--- src/design/gpio_twowire_pkg.sv ---
package gpio_twowire_pkg;
    localparam int unsigned pin_count = 8;
    localparam logic [7:0] gpio_offset = 8'ha8;
    localparam logic [7:0] bus_status_offset = 8'hac;
    // Control and status register fields
    localparam int unsigned alt_lsb = 0;
    localparam int unsigned dir_lsb = 8;
    localparam int unsigned value_lsb = 16;
    // Management bus status register fields
    localparam int unsigned slave_addr_lsb = 1;
    localparam int unsigned master_addr_lsb = 9;
    localparam int unsigned addr_width = 7;
    localparam int unsigned load_done_bit = 24;
    localparam int unsigned nack_err_bit = 25;
    localparam int unsigned arb_err_bit = 26;
    localparam int unsigned arb_limit = 16;
    localparam logic [7:0] pin_reset = 8'h00;
    localparam logic [6:0] addr_reset = 7'h00;
endpackage

--- src/design/gpio_and_twowire_status_regs.sv ---
`timescale 1ns/1ns
// Notes on behaviour
// - Alternate select bit routes pin to alternate function
// - General pin drives when direction bit one
// - Alternate mode ignores direction bit entirely
// - Pin value read returns live pin levels
// - Value write changes only general-purpose outputs
// - Slave bus address read-only, fixed at init
// - Master bus address read-only, fixed at init
// - Load-done set on boot load finish or error while boot load is enabled
// - Missing-ack flag set on nack, write-one clears
// - Lost arbitration retried automatically by master
// - Sixteen consecutive lost arbitrations abort, set flag, W1C
module gpio_and_twowire_status_regs
    import gpio_twowire_pkg::*;
#(
    parameter int unsigned pins = pin_count
) (
    // Clock, enable and resets
    input wire logic sys_clk,
    input wire logic clk_en,
    input wire logic reset_n,
    input wire logic fundamental_reset_n,
    // Register access
    input wire logic reg_write,
    input wire logic reg_read,
    input wire logic [7:0] reg_addr,
    input wire logic [31:0] reg_wdata,
    output logic [31:0] reg_rdata,
    // Pins
    input wire logic [pins-1:0] pin_in,
    output logic [pins-1:0] pin_out,
    output logic [pins-1:0] pin_oe_n,
    // Alternate function side
    input wire logic [pins-1:0] alt_out,
    input wire logic [pins-1:0] alt_oe_n,
    output logic [pins-1:0] alt_in,
    // Addresses straps, captured after reset release
    input wire logic [6:0] slave_addr_strap,
    input wire logic [6:0] master_addr_strap,
    // Boot load and master bus events
    input wire logic boot_load_enabled,
    input wire logic boot_load_finished,
    input wire logic boot_load_error,
    input wire logic master_nack,
    input wire logic arb_attempt_done,
    input wire logic arb_lost,
    output logic master_retry,
    output logic master_abort
);
    logic [pins-1:0] alt_function_select;
    logic [pins-1:0] pin_direction_select;
    logic [pins-1:0] pin_value;
    logic [6:0] slave_bus_address;
    logic [6:0] master_bus_address;
    logic addr_captured;
    logic boot_load_done;
    logic missing_ack_error;
    logic arbitration_loss_error;
    logic [4:0] lost_count;
    logic wr_gpio;
    logic wr_bus;
    logic [pins-1:0] gp_out_mask;
    logic abort_now;

    function automatic logic [pins-1:0] field(input logic [31:0] w, input int unsigned lsb);
        field = w[lsb +: pins];
    endfunction

    assign wr_gpio = clk_en && reg_write && (reg_addr == gpio_offset);
    assign wr_bus = clk_en && reg_write && (reg_addr == bus_status_offset);
    // Pins that are general-purpose and outputs
    assign gp_out_mask = ~alt_function_select & pin_direction_select;

    // Sticky control survives ordinary resets
    always_ff @(posedge sys_clk or negedge fundamental_reset_n) begin
        if (!fundamental_reset_n) begin
            alt_function_select <= pin_reset;
            pin_direction_select <= pin_reset;
        end else if (wr_gpio) begin
            alt_function_select <= field(reg_wdata, alt_lsb);
            pin_direction_select <= field(reg_wdata, dir_lsb);
        end
    end

    // Output latch only moves for bits that are general outputs now
    always_ff @(posedge sys_clk or negedge fundamental_reset_n) begin
        if (!fundamental_reset_n) begin
            pin_value <= pin_reset;
        end else if (wr_gpio) begin
            pin_value <= (field(reg_wdata, value_lsb) & gp_out_mask)
                | (pin_value & ~gp_out_mask);
        end
    end

    // Pin muxing
    always_comb begin
        for (int i = 0; i < pins; i++) begin
            if (alt_function_select[i]) begin
                pin_out[i] = alt_out[i];
                pin_oe_n[i] = alt_oe_n[i];
            end else begin
                pin_out[i] = pin_value[i];
                pin_oe_n[i] = ~pin_direction_select[i];
            end
        end
    end
    assign alt_in = pin_in;

    // Straps caught once after release; reset only reloads them
    always_ff @(posedge sys_clk or negedge reset_n) begin
        if (!reset_n) begin
            addr_captured <= 1'b0;
            slave_bus_address <= addr_reset;
            master_bus_address <= addr_reset;
        end else if (clk_en && !addr_captured) begin
            addr_captured <= 1'b1;
            slave_bus_address <= slave_addr_strap;
            master_bus_address <= master_addr_strap;
        end
    end

    // Load-done is read-only; only reset clears it
    always_ff @(posedge sys_clk or negedge reset_n) begin
        if (!reset_n) begin
            boot_load_done <= 1'b0;
        end else if (clk_en && boot_load_enabled && (boot_load_finished || boot_load_error)) begin
            boot_load_done <= 1'b1;
        end
    end

    // Set wins over a clear in the same cycle
    always_ff @(posedge sys_clk or negedge reset_n) begin
        if (!reset_n) begin
            missing_ack_error <= 1'b0;
        end else if (clk_en && master_nack) begin
            missing_ack_error <= 1'b1;
        end else if (wr_bus && reg_wdata[nack_err_bit]) begin
            missing_ack_error <= 1'b0;
        end
    end

    // Consecutive loss counter; a won attempt restarts the run
    assign abort_now = clk_en && arb_attempt_done && arb_lost
        && (lost_count == 5'(arb_limit - 1));
    always_ff @(posedge sys_clk or negedge reset_n) begin
        if (!reset_n) begin
            lost_count <= 5'h00;
        end else if (clk_en && arb_attempt_done) begin
            if (!arb_lost || abort_now) begin
                lost_count <= 5'h00;
            end else begin
                lost_count <= lost_count + 5'h01;
            end
        end
    end
    assign master_retry = clk_en && arb_attempt_done && arb_lost && !abort_now;
    assign master_abort = abort_now;

    always_ff @(posedge sys_clk or negedge reset_n) begin
        if (!reset_n) begin
            arbitration_loss_error <= 1'b0;
        end else if (abort_now) begin
            arbitration_loss_error <= 1'b1;
        end else if (wr_bus && reg_wdata[arb_err_bit]) begin
            arbitration_loss_error <= 1'b0;
        end
    end

    // Read data registered; reserved bits stay zero
    always_ff @(posedge sys_clk or negedge reset_n) begin
        if (!reset_n) begin
            reg_rdata <= 32'h0000_0000;
        end else if (clk_en && reg_read) begin
            reg_rdata <= 32'h0000_0000;
            if (reg_addr == gpio_offset) begin
                reg_rdata[alt_lsb +: pins] <= alt_function_select;
                reg_rdata[dir_lsb +: pins] <= pin_direction_select;
                reg_rdata[value_lsb +: pins] <= pin_in;
            end else if (reg_addr == bus_status_offset) begin
                reg_rdata[slave_addr_lsb +: addr_width] <= slave_bus_address;
                reg_rdata[master_addr_lsb +: addr_width] <= master_bus_address;
                reg_rdata[load_done_bit] <= boot_load_done;
                reg_rdata[nack_err_bit] <= missing_ack_error;
                reg_rdata[arb_err_bit] <= arbitration_loss_error;
            end
        end
    end
endmodule

--- config.mk ---
export PLATFORM = sky130hd
export DESIGN_NAME = gpio_and_twowire_status_regs
export DESIGN_NICKNAME = d
export VERILOG_FILES = /design/src/design/gpio_twowire_pkg.sv /design/src/design/gpio_and_twowire_status_regs.sv
export SDC_FILE = /design/constraint.sdc
export NUM_CORES = 1
export LEC_CHECK = 0
export BUFFER_PORTS_ARGS = -buffer_cell sky130_fd_sc_hd__buf_2
export CORE_ASPECT_RATIO = 1.75
export CORE_UTILIZATION = 43
export CTS_CLUSTER_DIAMETER = 100
export DETAILED_ROUTE_END_ITERATION = 8
export PLACE_DENSITY = 0.73
export RECOVER_POWER = 25
export REMOVE_ABC_BUFFERS = 1
export SLEW_MARGIN = 40
export SYNTH_ARGS = -nofsm -noshare
export SYNTH_HDL_FRONTEND = slang
export SYNTH_SLANG_ARGS = --single-unit
--- constraint.sdc ---
create_clock -name sys_clk -period 1.56 [get_ports sys_clk]
set_input_delay 0.156 -clock sys_clk [delete_from_list [all_inputs] [get_ports sys_clk]]
set_output_delay 0.156 -clock sys_clk [all_outputs]
set_load 0.1 [all_outputs]
==> flow_metrics.py <==
metrics = {
    "synthesis": {
        "yosysWarnings": 0,
        "synthTopCellsByArea": "dfrtp_1 (53%), mux2_2 (12%), nand4_1 (6.8%)",
        "synthFlopType": "dfrtp_1",
        "avgSynthCellArea_um2": 11.66,
        "synth.cell_area_um2": 3475,
        "synthArstFlopShare": 1.000,
        "synth_top_area_frac": 0.5329,
        "synth-edff-count": 0,
        "synthCells": 298,
        "synth.largest_area_cell": "dfrtp_1",
        "ys_ff_latch": 74,
        "post_synth_num_cell_types": 31,
        "ys_seq_area_frac": 0.5329,
    },
    "power": {
        "pwr-share-seq": 0.459,
        "power.share.switching": 0.2616,
        "p_leak_uw": 0.002469,
        "comb_power_share": 0.144,
        "p_sw_uw": 1169,
        "ir_drop_uv": 715.7,
        "power_density_nw_per_um2": 966.3,
        "internal_power_uw": 3299,
        "p_clk_frac": 0.396,
        "fin_total_pwr_uw": 4468,
    },
    "worst_setup_path": {
        "max_stage_delay_ns": 0.38,
        "r2r_cells": 8,
        "path_cells": "ha_2 > and3_4 > ha_4 > nand3b_1 > inv_2 > buf_12",
        "regToRegSetupSlack_ns": 0,
        "r2r-start": "lost_count[1]",
        "crit_slowest_cell": "dfrtp_1",
        "cp.required_ns": 1.40,
        "worstSetupPathType": "reg -> out",
        "worstPathArrival_ns": 1.68,
        "worstSetupStartpointType": "flip-flop",
        "critPathMaxFanout": 2,
        "crit_path_end_kind": "output pin",
        "reg2reg_to": "lost_count[2]",
    },
    "place": {
        "io_buffers": 136,
        "place.detailed.hpwl_mm": 6.371,
        "gp_congestion": 0.8173,
        "place_area_um2": 4284,
        "pre_cts_slack_ns": -0.08277,
    },
    "routing": {
        "wirelength_mm": 8.337,
        "postRouteAntennaNets": 0,
        "viasPerCell": 5.335,
        "routedWlPerCell_um": 15.76,
        "dr.first_iter.drc_count": 112,
        "vias": 2822,
        "drcViolationCount": 0,
        "first_pass_iters": 4,
    },
    "layout": {
        "design_area_um2": 4623,
        "mostFrequentLayoutCells": "buf_2 (118), dfrtp_1 (74), nand4_1 (38)",
        "utilization": 0.5886,
        "nNetsFinal": 529,
        "syn2layout_area_growth_pct": 33.06,
        "layout_commonest_cell": "buf_2",
        "post_route_cells_drive_above_1_share": 0.5114,
    },
    "global_route": {
        "grt_max_degree": 51,
        "grt_pass1_vias": 2804,
        "track_usage": 0.2071,
        "grt_pass1_wl_mm": 13.40,
        "antenna_found_initial": 1,
        "grt_overflow": 0,
    },
    "clock_tree": {
        "cts_root_buf": "clkbuf_16",
        "cts_tree": "built",
        "cts_buffers": 9,
        "clk_latency_ns": 0.32,
        "htreeDepth": 3,
        "clockBufferDepth": 2,
        "cts_sinks": 74,
        "path_clk_slew_ns": 0.05,
    },
    "worst_hold_path": {
        "min_from": "reg_wdata[15]",
        "holdPathEnd": "pin_direction_select[7]",
        "hold_path_depth": 2,
        "min_path_type": "in -> reg",
    },
    "die": {
        "die_area_um2": 8458,
        "num_io_pins": 148,
        "die_h_um": 120.9,
        "core_region_area_um2": 7855,
        "floorplan.initialDensity": 0.4423,
        "die_width_um": 69.95,
        "rows": 43,
    },
    "sta": {
        "setup_ws_ns": -0.2767,
        "setup_violations": 3,
        "worst_pin_slew_ns": 0.6889,
        "fin_crit_sh": 1.177,
        "fin_skew_ns": 0.004265,
        "drv_slew": 0,
        "relSlewSlack": 0.5408,
        "rsz0062_at_grt": "yes",
        "max_freq_ghz": 0.5445,
        "fin_crit_ns": 1.837,
        "finalHoldViolCount": 0,
    },
    "job": {
        "max_cap_viol_count": 0,
    },
    "status": {
        "violations": "setup timing",
        "status": "finished with violations",
    },
}
[cell type report]
class | count | area (um^2)
Antenna cell | 1 | 2.502
Clock buffer | 11 | 242.7
Clock inverter | 1 | 5.005
Fill cell | 691 | 3232
Inverter | 10 | 37.54
Multi-Input combinational cell | 185 | 1433
Sequential cell | 74 | 1852
Tap cell | 90 | 112.6
Timing Repair Buffer | 157 | 938.4
[layer usage]
| metal | global-route usage | share of wire | vias to the layer above | wire length [um] |
|---|---|---|---|---|
| met4 | 0.1200 | 0.034 | 0 | 287 |
| li1 | - | - | 1340 | - |
| met1 | 0.2363 | 0.38 | 1359 | 3181 |
| met5 | 0 | 0 | - | 0 |
| met2 | 0.3600 | 0.54 | 102 | 4501 |
| met3 | 0.03571 | 0.044 | 21 | 365 |
[cells by family after synthesis]
logic type | share of synthesized area
mux | 0.1599
flops | 0.5330
fa+ha+maj | 0.007201
buf+inv | 0.06734
compound gates | 0.05834
other cells | 0.001079
xor+xnor | 0.002521
simple gates | 0.1707
[critical path, delay by kind of cell (launching register included)]
family | cells | cell delay, ns
and+or+nand+nor | 2 | 0.37
adders and majority gates | 2 | 0.34
buffers and inverters | 2 | 0.27
DFF | 1 | 0.38
[metrics by stage]
step | hold WS [ns] | cells | setup TNS (ns)
after CTS | 0.04289 | 529 | -0.5150
after detailed placement | 0.1624 | 512 | -0.1465
final | 0.05921 | 529 | -0.4816
after global routing | 0.05059 | 529 | -0.6869
after floorplan | -0.1396 | 269 | -9.865
after global placement | 0.1580 | 512 | -0.06286
[worst max-delay path by stage]
stage	from	to	slack [ns]	depth (start not counted)
finish	lost_count[1]	master_retry	-0.28	6
global route	lost_count[0]	master_retry	-0.35	6
CTS	lost_count[1]	master_retry	-0.29	6
detailed placement	lost_count[0]	master_retry	-0.08	6
global placement	lost_count[0]	master_retry	-0.05	6
floorplan	lost_count[0]	lost_count[2]	-0.60	7
[Yosys cell counts, types with 2 or more instances]
master,count
dfrtp_1,74
a22o_1,12
and2_1,3
clkbuf_1,9
nand4_1,38
a21oi_1,9
and3_1,3
nand3_1,15
ha_1,2
o21ai_0,5
inv_1,10
buf_2,7
nand2b_1,2
buf_4,13
buf_1,2
mux2_4,10
and4bb_2,2
nor2b_1,9
buf_6,2
nand2_1,25
mux2_2,36
[power by group through the flow]
stage	sequential, uW	clock (uW)	combinational [uW]
3_5_place_dp	2080	0	635
6_report	2050	1770	645
5_1_grt	2060	1900	689
2_1_floorplan	2080	0	289
3_3_place_gp	2080	0	621
4_1_cts	2050	1830	655
[repair_timing]
| action | in CTS | in global routing |
|---|---|---|
| hold endpoints to repair | 74 | 0 |
| hold buffers | 2 | 0 |
| pin swaps | 2 | 2 |
| buffers inserted | 3 | 1 |
| resized for setup | 23 | 2 |
| endpoints found under the setup margin | 19 | 7 |
(Power assumes the default switching activity.)
